File: src/irq_defines.svh
// irq_defines.svh: offsets, field positions and event indices
// assumes: included by bare name from serial_irq_logic and ack_router; edge_watch does not include it
`ifndef IRQ_DEFINES_SVH
`define IRQ_DEFINES_SVH

// ----------------------------------------
// command word fields
// ----------------------------------------
`define CMD_W 16
`define CMD_BIT_LO 8
`define CMD_BIT_HI 9
`define CMD_BIT_XMIT 15

// ----------------------------------------
// source numbering: port * 2 + kind
// ----------------------------------------
`define NUM_PORTS 2
`define NUM_SRC 4
`define KIND_RX 0
`define KIND_TX 1

// ----------------------------------------
// watched signal indices, per port
// ----------------------------------------
`define EV_CTS_N 0
`define EV_CTS_HDX 1
`define EV_XBUSY 2
`define EV_DSR_N 3
`define EV_RBUSY 4
`define EV_RING 5
`define EV_RCR 6
`define EV_DCD 7
`define EV_STROBE 8
`define EV_ACK 9
`define EV_W 10

// ----------------------------------------
// register port
// ----------------------------------------
`define ADDR_W 4
`define DATA_W 16
`define ADDR_CFG 4'h0
`define ADDR_STAT 4'h1
`define CFG_HDX_LSB 0
`define CFG_DIR_LSB 2
`define CFG_USED 4
`define STAT_EN_LSB 0
`define STAT_ARM_LSB 4
`define STAT_PEND_LSB 8
`define STAT_REQ_LSB 12
`define STAT_ROUTE_LSB 14

`endif

File: src/irq_pkg.sv
// irq_pkg.sv: shared types of the interrupt logic
// assumes: compiled before every module of the block
package irq_pkg;
	// acknowledge routing, held for a whole incoming acknowledge
	typedef enum logic [1:0] {
		ROUTE_IDLE,
		ROUTE_A,
		ROUTE_B,
		ROUTE_CHAIN
	} route_t;
endpackage

File: src/serial_irq_logic.sv
// serial_irq_logic.sv: interrupt state, setting and arbitration for two serial ports
// assumes: all inputs synchronous to CLK_I; index 0 is port a, index 1 port b
`timescale 1ns/100ps
`default_nettype none
`include "irq_defines.svh"
module serial_irq_logic (
	input wire logic CLK_I,
	input wire logic RSTN_I,
	input wire logic CE_I,
	// register port
	input wire logic [`ADDR_W-1:0] ADDR_I,
	input wire logic [`DATA_W-1:0] WDATA_I,
	input wire logic WR_I,
	input wire logic RD_I,
	output logic [`DATA_W-1:0] RDATA_O,
	// command path
	input wire logic [`NUM_PORTS-1:0] PORT_CMD_STROBE_I,
	input wire logic [`CMD_W-1:0] CMD_DATA_I,
	// line and serializer status, per port
	input wire logic [`NUM_PORTS-1:0] CLEAR_TO_SEND_N_I,
	input wire logic [`NUM_PORTS-1:0] XMIT_BUSY_I,
	input wire logic [`NUM_PORTS-1:0] RECV_BUSY_I,
	input wire logic [`NUM_PORTS-1:0] DATA_SET_READY_N_I,
	input wire logic [`NUM_PORTS-1:0] RING_ACTIVE_I,
	input wire logic [`NUM_PORTS-1:0] REVERSE_CHAN_RECV_I,
	input wire logic [`NUM_PORTS-1:0] CARRIER_DETECT_I,
	// bus side
	input wire logic SYSTEM_CLEAR_N_I,
	input wire logic DAISY_ACK_IN_N_I,
	output logic ATTENTION_REQUEST_N_O,
	output logic DAISY_ACK_OUT_N_O,
	output logic PORT_A_ACK_N_O,
	output logic PORT_B_ACK_N_O
);
	import irq_pkg::*;

	// ----------------------------------------
	// helpers
	// ----------------------------------------

	// enable step; both bits set toggles, which only matters with disarm
	function automatic logic en_step(input logic cur, input logic b8, input logic b9);
		case ({b9, b8})
			2'h1: en_step = 1'h1;
			2'h2: en_step = 1'h0;
			2'h3: en_step = ~cur;
			default: en_step = cur;
		endcase
	endfunction

	// armed step; never toggles
	function automatic logic arm_step(input logic cur, input logic b8, input logic b9);
		case ({b9, b8})
			2'h0: arm_step = cur;
			2'h3: arm_step = 1'h0;
			default: arm_step = 1'h1;
		endcase
	endfunction

	// pending step: disarm clear first, then set over clear
	function automatic logic pend_step(input logic cur, input logic armed, input logic set,
		input logic clr);
		if (!armed) begin
			pend_step = 1'h0;
		end else if (set) begin
			pend_step = 1'h1;
		end else if (clr) begin
			pend_step = 1'h0;
		end else begin
			pend_step = cur;
		end
	endfunction

	// a level change in either direction
	function automatic logic any_change(input logic rise, input logic fall);
		any_change = rise | fall;
	endfunction

	// ----------------------------------------
	// declarations
	// ----------------------------------------
	localparam int EVW = `EV_W * `NUM_PORTS;

	logic [`NUM_SRC-1:0] en_r;
	logic [`NUM_SRC-1:0] en_nxt;
	logic [`NUM_SRC-1:0] arm_r;
	logic [`NUM_SRC-1:0] arm_nxt;
	logic [`NUM_SRC-1:0] pend_r;
	logic [`NUM_SRC-1:0] pend_nxt;
	logic [`NUM_SRC-1:0] src_req;
	logic [`CMD_W-1:0] cmd_r [`NUM_PORTS];
	logic [`NUM_PORTS-1:0] xmit_ack_r;
	logic [`NUM_PORTS-1:0] xmit_ack_nxt;
	logic [`NUM_PORTS-1:0] hdx_cfg_r;
	logic [`NUM_PORTS-1:0] dir_cfg_r;
	logic [`DATA_W-1:0] rdata_r;
	logic attn_n_r;

	wire sys_clr;
	wire [`NUM_PORTS-1:0] half_duplex_xmit_mode;
	wire [`NUM_PORTS-1:0] port_req;
	wire [`NUM_PORTS-1:0] port_ack;
	wire [EVW-1:0] ev_sig;
	wire [EVW-1:0] ev_rise;
	wire [EVW-1:0] ev_fall;
	wire ack_a_n;
	wire ack_b_n;
	wire ack_out_n;
	route_t route;

	wire wr_cfg;
	wire [`DATA_W-1:0] cfg_word;
	wire [`DATA_W-1:0] stat_word;
	wire [`DATA_W-1:0] rd_mux;

	assign sys_clr = ~SYSTEM_CLEAR_N_I;
	assign port_ack = {~ack_b_n, ~ack_a_n};

	// ----------------------------------------
	// edge detection on all watched levels
	// ----------------------------------------
	edge_watch #(
		.W(EVW)
	) u_edges (
		.clk_i(CLK_I),
		.rstn_i(RSTN_I),
		.ce_i(CE_I),
		.sig_i(ev_sig),
		.rise_o(ev_rise),
		.fall_o(ev_fall)
	);

	// ----------------------------------------
	// per port logic
	// ----------------------------------------
	for (genvar p = 0; p < `NUM_PORTS; p++) begin : g_port
		localparam int RX = p * 2 + `KIND_RX;
		localparam int TX = p * 2 + `KIND_TX;
		localparam int B = p * `EV_W;

		wire cmd_end;
		wire cmd_xmit;
		wire b8;
		wire b9;
		wire upd_rx;
		wire upd_tx;
		wire cmd_xmit_dir_bit_low;
		wire ack_start;
		wire ack_end;
		wire no_recv_request;
		wire xmit_acking;
		wire tx_set;
		wire tx_clr;
		wire rx_set;
		wire rx_clr;
		wire rx_evt;

		// hdx transmit only when half duplex and transmit direction
		assign half_duplex_xmit_mode[p] = hdx_cfg_r[p] & dir_cfg_r[p];

		assign ev_sig[B + `EV_CTS_N] = CLEAR_TO_SEND_N_I[p];
		assign ev_sig[B + `EV_CTS_HDX] = ~CLEAR_TO_SEND_N_I[p] & half_duplex_xmit_mode[p];
		assign ev_sig[B + `EV_XBUSY] = XMIT_BUSY_I[p];
		assign ev_sig[B + `EV_DSR_N] = DATA_SET_READY_N_I[p];
		assign ev_sig[B + `EV_RBUSY] = RECV_BUSY_I[p];
		assign ev_sig[B + `EV_RING] = RING_ACTIVE_I[p];
		assign ev_sig[B + `EV_RCR] = REVERSE_CHAN_RECV_I[p];
		assign ev_sig[B + `EV_DCD] = CARRIER_DETECT_I[p];
		assign ev_sig[B + `EV_STROBE] = PORT_CMD_STROBE_I[p];
		assign ev_sig[B + `EV_ACK] = port_ack[p];

		// command taken at the trailing edge of the strobe
		assign cmd_end = ev_fall[B + `EV_STROBE];
		assign cmd_xmit = cmd_r[p][`CMD_BIT_XMIT];
		assign b8 = cmd_r[p][`CMD_BIT_LO];
		assign b9 = cmd_r[p][`CMD_BIT_HI];
		assign cmd_xmit_dir_bit_low = ~cmd_xmit;
		assign upd_rx = cmd_end & cmd_xmit_dir_bit_low;
		assign upd_tx = cmd_end & cmd_xmit;

		// state bits; system clear overrides any command
		assign en_nxt[RX] = sys_clr ? 1'h0 : (upd_rx ? en_step(en_r[RX], b8, b9) : en_r[RX]);
		assign en_nxt[TX] = sys_clr ? 1'h0 : (upd_tx ? en_step(en_r[TX], b8, b9) : en_r[TX]);
		assign arm_nxt[RX] = sys_clr ? 1'h0 : (upd_rx ? arm_step(arm_r[RX], b8, b9) : arm_r[RX]);
		assign arm_nxt[TX] = sys_clr ? 1'h0 : (upd_tx ? arm_step(arm_r[TX], b8, b9) : arm_r[TX]);

		// a request needs pending, enabled and armed
		assign src_req[RX] = pend_r[RX] & en_r[RX] & arm_r[RX];
		assign src_req[TX] = pend_r[TX] & en_r[TX] & arm_r[TX];
		assign port_req[p] = src_req[RX] | src_req[TX];

		// acknowledge to this port: start and end as seen on the router output
		assign ack_start = ev_rise[B + `EV_ACK];
		assign ack_end = ev_fall[B + `EV_ACK];
		assign no_recv_request = ~src_req[RX];
		assign xmit_acking = port_ack[p] & (ack_start ? no_recv_request : xmit_ack_r[p]);
		assign xmit_ack_nxt[p] = ack_start ? no_recv_request : (ack_end ? 1'h0 : xmit_ack_r[p]);

		// transmit: line drop, cts under hdx transmit, busy fall
		assign tx_set = ev_rise[B + `EV_CTS_N] | ev_rise[B + `EV_CTS_HDX] | ev_fall[B + `EV_XBUSY];
		// cleared only by an acknowledge that served transmit, at its end
		assign tx_clr = ack_end & xmit_ack_r[p];

		// receive: dsr drop, busy fall, ring, and any rcr or dcd change
		assign rx_evt = ev_rise[B + `EV_DSR_N] | ev_fall[B + `EV_RBUSY] | ev_rise[B + `EV_RING] |
			any_change(ev_rise[B + `EV_RCR], ev_fall[B + `EV_RCR]) |
			any_change(ev_rise[B + `EV_DCD], ev_fall[B + `EV_DCD]);
		// held off while a transmit acknowledge runs, so such an event is lost
		assign rx_set = ~xmit_acking & rx_evt;
		// receive request wins the acknowledge; transmit pending untouched
		assign rx_clr = ack_start & src_req[RX] & ~xmit_acking;

		// set beats clear; disarm beats both
		assign pend_nxt[TX] = sys_clr ? 1'h0 : pend_step(pend_r[TX], arm_r[TX], tx_set, tx_clr);
		assign pend_nxt[RX] = sys_clr ? 1'h0 : pend_step(pend_r[RX], arm_r[RX], rx_set, rx_clr);

		// command word caught on the leading edge of the strobe
		always_ff @(posedge CLK_I) begin
			if (!RSTN_I) begin
				cmd_r[p] <= '0;
			end else if (CE_I && ev_rise[B + `EV_STROBE]) begin
				cmd_r[p] <= CMD_DATA_I;
			end
		end
	end

	// ----------------------------------------
	// acknowledge arbitration
	// ----------------------------------------

	// host drives the chain in answer to attention; board only follows it
	ack_router u_router (
		.clk_i(CLK_I),
		.rstn_i(RSTN_I),
		.ce_i(CE_I),
		.ack_i(~DAISY_ACK_IN_N_I),
		.req_a_i(port_req[0]),
		.req_b_i(port_req[1]),
		.ack_a_n_o(ack_a_n),
		.ack_b_n_o(ack_b_n),
		.ack_out_n_o(ack_out_n),
		.route_o(route)
	);

	assign PORT_A_ACK_N_O = ack_a_n;
	assign PORT_B_ACK_N_O = ack_b_n;
	assign DAISY_ACK_OUT_N_O = ack_out_n;

	// ----------------------------------------
	// register port
	// ----------------------------------------
	assign wr_cfg = WR_I & (ADDR_I == `ADDR_CFG);
	// field positions kept in the defines header; spare bits read zero
	assign cfg_word[`CFG_HDX_LSB +: `NUM_PORTS] = hdx_cfg_r;
	assign cfg_word[`CFG_DIR_LSB +: `NUM_PORTS] = dir_cfg_r;
	assign cfg_word[`DATA_W-1:`CFG_USED] = '0;
	assign stat_word[`STAT_EN_LSB +: `NUM_SRC] = en_r;
	assign stat_word[`STAT_ARM_LSB +: `NUM_SRC] = arm_r;
	assign stat_word[`STAT_PEND_LSB +: `NUM_SRC] = pend_r;
	assign stat_word[`STAT_REQ_LSB +: `NUM_PORTS] = port_req;
	assign stat_word[`STAT_ROUTE_LSB +: $bits(route_t)] = route;
	// unmapped addresses read zero
	assign rd_mux = (ADDR_I == `ADDR_CFG) ? cfg_word :
		((ADDR_I == `ADDR_STAT) ? stat_word : '0);

	// ----------------------------------------
	// state registers
	// ----------------------------------------
	always_ff @(posedge CLK_I) begin
		if (!RSTN_I) begin
			en_r <= '0;
			arm_r <= '0;
		end else if (CE_I) begin
			en_r <= en_nxt;
			arm_r <= arm_nxt;
		end
	end

	// pending bits and the transmit acknowledge marks
	always_ff @(posedge CLK_I) begin
		if (!RSTN_I) begin
			pend_r <= '0;
			xmit_ack_r <= '0;
		end else if (CE_I) begin
			pend_r <= pend_nxt;
			xmit_ack_r <= xmit_ack_nxt;
		end
	end

	always_ff @(posedge CLK_I) begin
		if (!RSTN_I) begin
			hdx_cfg_r <= '0;
			dir_cfg_r <= '0;
		end else if (CE_I && wr_cfg) begin
			hdx_cfg_r <= WDATA_I[`CFG_HDX_LSB +: `NUM_PORTS];
			dir_cfg_r <= WDATA_I[`CFG_DIR_LSB +: `NUM_PORTS];
		end
	end

	// read data only in the cycle after the strobe
	always_ff @(posedge CLK_I) begin
		if (!RSTN_I) begin
			rdata_r <= '0;
		end else if (CE_I) begin
			rdata_r <= RD_I ? rd_mux : '0;
		end
	end

	// registered so the bus sees no decode glitches
	always_ff @(posedge CLK_I) begin
		if (!RSTN_I) begin
			attn_n_r <= 1'h1;
		end else if (CE_I) begin
			attn_n_r <= ~(|port_req);
		end
	end

	assign RDATA_O = rdata_r;
	assign ATTENTION_REQUEST_N_O = attn_n_r;
endmodule
`default_nettype wire

File: src/edge_watch.sv
// edge_watch.sv: rise and fall detection on a bundle of levels
// assumes: inputs synchronous to clk; single clock domain
`timescale 1ns/100ps
`default_nettype none
module edge_watch #(
	parameter int W = 1
) (
	input wire logic clk_i,
	input wire logic rstn_i,
	input wire logic ce_i,
	input wire logic [W-1:0] sig_i,
	output logic [W-1:0] rise_o,
	output logic [W-1:0] fall_o
);
	logic [W-1:0] prev_r;
	logic primed_r;

	// no edges in the first enabled cycle after reset: prev_r holds no history yet
	assign rise_o = primed_r ? (sig_i & ~prev_r) : '0;
	assign fall_o = primed_r ? (~sig_i & prev_r) : '0;

	always_ff @(posedge clk_i) begin
		if (!rstn_i) begin
			prev_r <= '0;
			primed_r <= 1'h0;
		end else if (ce_i) begin
			prev_r <= sig_i;
			primed_r <= 1'h1;
		end
	end
endmodule
`default_nettype wire

File: src/ack_router.sv
// ack_router.sv: routes the chained acknowledge to port a, port b or onward
// assumes: ack_i active high and synchronous; outputs active low, registered
`timescale 1ns/100ps
`default_nettype none
`include "irq_defines.svh"
module ack_router (
	input wire logic clk_i,
	input wire logic rstn_i,
	input wire logic ce_i,
	input wire logic ack_i,
	input wire logic req_a_i,
	input wire logic req_b_i,
	output logic ack_a_n_o,
	output logic ack_b_n_o,
	output logic ack_out_n_o,
	output irq_pkg::route_t route_o
);
	import irq_pkg::*;

	route_t route_r;
	route_t pick;
	route_t route_nxt;

	// port a wins over port b, otherwise pass down the chain
	assign pick = req_a_i ? ROUTE_A : (req_b_i ? ROUTE_B : ROUTE_CHAIN);
	// choice made once per pulse; a later request waits for the next pulse
	assign route_nxt = !ack_i ? ROUTE_IDLE : ((route_r == ROUTE_IDLE) ? pick : route_r);
	assign route_o = route_r;

	always_ff @(posedge clk_i) begin
		if (!rstn_i) begin
			route_r <= ROUTE_IDLE;
			ack_a_n_o <= 1'h1;
			ack_b_n_o <= 1'h1;
			ack_out_n_o <= 1'h1;
		end else if (ce_i) begin
			route_r <= route_nxt;
			ack_a_n_o <= (route_nxt != ROUTE_A);
			ack_b_n_o <= (route_nxt != ROUTE_B);
			ack_out_n_o <= (route_nxt != ROUTE_CHAIN);
		end
	end
endmodule
`default_nettype wire

File: config.mk
export PLATFORM = sky130hd
export DESIGN_NAME = serial_irq_logic
export DESIGN_NICKNAME = d
export VERILOG_FILES = /design/src/irq_pkg.sv /design/src/serial_irq_logic.sv /design/src/edge_watch.sv /design/src/ack_router.sv
export VERILOG_INCLUDE_DIRS = /design/src /design/src/src
export SDC_FILE = /design/constraint.sdc
export NUM_CORES = 1
export LEC_CHECK = 0
export ABC_CLOCK_PERIOD_IN_PS = 1600
export BUFFER_PORTS_ARGS = -buffer_cell sky130_fd_sc_hd__buf_4
export CORE_ASPECT_RATIO = 0.5
export CORE_MARGIN = 2
export CORE_UTILIZATION = 55
export CTS_BUF_LIST = sky130_fd_sc_hd__clkbuf_8
export CTS_CLUSTER_SIZE = 10
export DETAILED_ROUTE_END_ITERATION = 8
export MAX_ROUTING_LAYER = met4
export PLACE_DENSITY_LB_ADDON = 0.05
export SKIP_LAST_GASP = 1
export SYNTH_ARGS = -nofsm -noshare
export SYNTH_HDL_FRONTEND = slang
export SYNTH_SLANG_ARGS = --single-unit
File: constraint.sdc
create_clock -name CLK_I -period 1.6 [get_ports CLK_I]
set_input_delay 0.08 -clock CLK_I [delete_from_list [all_inputs] [get_ports CLK_I]]
set_output_delay 0.08 -clock CLK_I [all_outputs]
set_load 0.02 [all_outputs]
==> results.md <==
Global routing:
- The total global routing track utilization is 25.5%.
- Entering global routing, the biggest net connects 26 pins.
- The first global-routing pass estimated 11,600 um of wire.
- The global-route met3 utilization is under 10%.
- The initial antenna violation count is 0.
- The busiest metal layer after global routing is met2.
- The number of global-route vias before repair is 2,441.
- The routing usage on met1 is 34.3%.
- The met2 demand-to-capacity share in global routing is roughly 37%.
- The total congestion overflow is 0.

STA:
- The worst slew slack as a fraction of its limit is 70.0%.
- Subtracting the final worst setup slack from the clock period gives ~1500 ps.
- The max-slew violation count is 0.
- The number of endpoints failing setup at the final stage is 0.
- The slew of the pin with the lowest slew margin is 448 ps.
- Setup repair after global routing left no endpoint under its margin.
- The setup TNS is 0 ps.
- The number of hold violations in the final report is 0.
- The share of the cycle needed by the critical path after routing is 93.6%.
- Timing would allow up to about 0.67 GHz.
- The worst clock skew is 5.60 ps.

Final layout:
- The area growth from synthesis to final layout is 26.3%.
- The sequential standard cell area is 0.00140 mm2.
- Once layout is complete, the utilization of the core stands at 71.3%.
- The repair_antennas step left the layout with diodes totalling 0.
- The multi-input combinational cells in the finished layout cover a total of ~0.0015 mm2.
- The net count of the finished layout is 456.
- The finished cells cover ~0.004 mm2.
- The post-route netlist has 23.6% of its cells at a drive strength greater than 1.
- Counting the fill cells in the layout gives 441.

Clock network:
- After clock tree synthesis, the clock-pin slew on the worst setup and hold paths is 70 ps.
- The total number of clock tree sinks is 67.
- The clock latency on the worst-skew pair is 350 ps.
- The tree is rooted in a sky130_fd_sc_hd__clkbuf_8.
- The number of levels in the clock H-tree is 3.
- TritonCTS built the clock tree.
- Counting the buffers created by CTS gives 9.
- The clock passes through at most 2 buffers.

Routing:
- The detailed-route vias per instance is 5.50.
- The total wire length after detailed routing is about 7000 um.
- In the final routed layout, each cell accounts on average for 14.9 um.
- For this block, the initial DRC count from the detailed router was 184.
- The via total after detailed routing is 2,598.
- Once detail routing completed, the nets flagged for antenna violations numbered 0.
- The length of the first detailed-routing pass in iterations is 7.
- The number of DRC violations after detailed routing is 0.

Worst setup path:
- The worst setup path is launched from a register.
- STA classifies the critical path endpoint as a register.
- At the worst endpoint, the arrival time is 1740 ps.
- The path type of the worst setup path is reg2reg.
- The largest fanout on the critical path is 2.
- The endpoint required time on the critical path is 1840 ps.
- The setup slack on the worst flop-to-flop path is 100 ps.

Synth:
- By area, the combinational part of the netlist is dominated by simple AND/OR/NAND/NOR gates.
- The number of instances in the synthesized netlist is 327.
- Sorting the synthesized cells by area gives the leading types as sky130_fd_sc_hd__dfxtp_1 (40%), sky130_fd_sc_hd__nor2b_1 (8.5%), sky130_fd_sc_hd__mux2i_1 (7.5%).
- The library cell with the largest summed area after synthesis is sky130_fd_sc_hd__dfxtp_1.
- The count of synthesis-stage warnings from yosys is 0.
- The most frequent cell after synthesis is sky130_fd_sc_hd__dfxtp_1.
- In this run the mean area of a mapped cell was 9.41 um2.
- The fraction of post-synthesis cell area in the top cell type by area is 39.7%.
- After synthesis, the most frequently instantiated cells are sky130_fd_sc_hd__dfxtp_1 (61), sky130_fd_sc_hd__nor2b_1 (42), sky130_fd_sc_hd__nand2_1 (32), sky130_fd_sc_hd__mux2i_1 (23), sky130_fd_sc_hd__inv_1 (17).
- Counting flops with an async set or reset pin after synthesis yields a share of 0%.
- Of the total synthesized cell area, the portion taken by XOR and XNOR cells is 1.14%.
- Summing the areas of all fa, ha and maj instances in the mapped netlist gives under 10% of the synthesized area.
- After Yosys synthesis, and, or, nand and nor cells account for 23.4% of the synthesized area.
- The share of cell area taken by muxes after synthesis is 7.49%.
- The total nets after synthesis is 389.
- Summing the areas of all compound-gate instances in the mapped netlist gives 16.3% of the synthesized area.
- The synthesized netlist contains 50 unique library cells.
- Counting flops and latches in the post-synthesis netlist gives 67.
- The count of flip-flops with a built-in enable after synthesis is 6.
- Sequential elements use 45.6% of the synthesized area.
- The mapped netlist covers 0.00308 mm2.
- The main flop type after synthesis is sky130_fd_sc_hd__dfxtp_1.

Pwr:
- The completed layout was analyzed and its total power is 3.72 mW.
- The maximum vdd drop is 0.746 mV.
- The ratio of total power to cell area is 958 mW/mm2.
- The analysis attributes to cell leakage a power of 1.65 nW.

Place:
- Port buffering added 53 buffers.
- The placer congestion estimate is 0.818.
- The detailed placement HPWL is approximately 5100 um.
- Once placement finished, the instance area stood at 0.00358 mm2.

Die:
- The core area is approximately 0.0054 mm2.
- In this run the horizontal extent of the chip is 110 um.
- The area of the die is roughly 0.0062 mm2.
- The number of cell rows is 19.
- Measured along the y axis, the die boundary spans 56.9 um.
- The initial cell density of the core is 56.5%.
- The number of ports placed on the die boundary is 79.

Hold path:
- The type of the tightest min-delay check is in2reg.

Outcome:
- The flow ran to the end, and the final reports show no timing, DRC or antenna violations.

Job:
- The max-capacitance violation count is 0.
-- cell usage in the layout, fill, tap and decap left out, drive strengths merged, types with 2 or more instances in the layout --
cell type and instances:
buf 69, bufinv 2, and2 10, o211ai 6, o221a 2, edfxtp 6, o22ai 2, nand3b 2
nand3 7, dlygate4sd3 6, a31oi 5, nand4 2, nor2b 42, a21oi 9, ha 3, clkinv 3
o21ai 9, nor2 7, xnor2 4, nand2 32, a222oi 6, mux2i 23, nor4b 3, clkbuf 11
a22oi 11, nor3 4, o21a 4, inv 17, and3 4, nand2b 7, dfxtp 61, o31ai 2
-- final timing paths --
path | from | endpoint | cells after the start
max | cmd_r[1][8]$_SDFFCE_PN0P_ | en_r[3]$_SDFFE_PN0P_ | 6
min | WDATA_I[0] | hdx_cfg_r[0]$_SDFFE_PN0P_ | 3
max reg2reg | cmd_r[1][8]$_SDFFCE_PN0P_ | en_r[3]$_SDFFE_PN0P_ | 6
min reg2reg | ATTENTION_REQUEST_N_O$_SDFFE_PN1P_ | ATTENTION_REQUEST_N_O$_SDFFE_PN1P_ | 2
-- critical path, stage by stage (launching register included) --
cell	delay (ps)
sky130_fd_sc_hd__edfxtp_1	400
sky130_fd_sc_hd__inv_2	80
sky130_fd_sc_hd__ha_1	230
sky130_fd_sc_hd__nor2b_1	130
sky130_fd_sc_hd__o211ai_1	200
sky130_fd_sc_hd__nor2_1	80
sky130_fd_sc_hd__o221a_2	270
-- power breakdown --
group / internal (mW) / switching (mW) / leakage, nW
logic: 0.183 / 0.172 / 0.976
clock network: 0.954 / 0.632 / 0.119
registers: 1.74 / 0.0377 / 0.559
total: 2.88 / 0.842 / 1.65
-- registers in the layout (all words and copies together) (netlist names) --
name	flops
hdx_cfg_r	2
u_router.ack_b_n_o	1
RDATA_O	16
u_edges.primed_r	1
xmit_ack_r	2
ATTENTION_REQUEST_N_O	1
pend_r	4
u_router.ack_out_n_o	1
u_router.ack_a_n_o	1
u_router.route_o	2
arm_r	4
en_r	4
u_edges.prev_r	20
cmd_r	6
dir_cfg_r	2
-- final cells by class --
type                            count  area share (%)
Tap cell                           73            2.35
Multi-Input combinational cell    224            39.2
Clock inverter                      5            1.93
Inverter                           17            1.64
Clock buffer                       11            3.90
Sequential cell                    67            36.1
Timing Repair Buffer               75            14.9
-- per-layer routing --
metal | share of wire, % | vias to the layer above | wire length (um)
met3 | 7.5 | 9 | 526
met2 | 44 | 90 | 3120
li1 | - | 1287 | -
met1 | 47 | 1212 | 3300
met5 | 0 | - | 0
met4 | 1.2 | 0 | 84
-- what timing repair did --
item,in CTS,in global routing
hold endpoints to repair,6,0
buffers inserted,0,2
setup endpoints to repair,0,1
resized for setup,0,1
hold buffers,6,0
-- logic make-up (layout without fill, tap and decap cells) --
kind of cell / count (synthesis) / in the layout
AO/OA/AOI/OAI: 68 / 68
XOR/XNOR: 4 / 4
adder cells (fa/ha/maj): 3 / 3
buffers and inverters: 36 / 108
flip-flops: 67 / 67
multiplexers: 23 / 23
AND/OR/NAND/NOR: 126 / 126
-- stage by stage --
step	instances	setup slack (ps)	hold slack [ps]
2_1_floorplan	327	185	232
3_3_place_gp	448	148	332
6_report	472	102	0.484
4_1_cts	470	99.2	0.310
5_1_grt	472	6.19	5.54
3_5_place_dp	448	103	352
(Power assumes the default switching activity.)
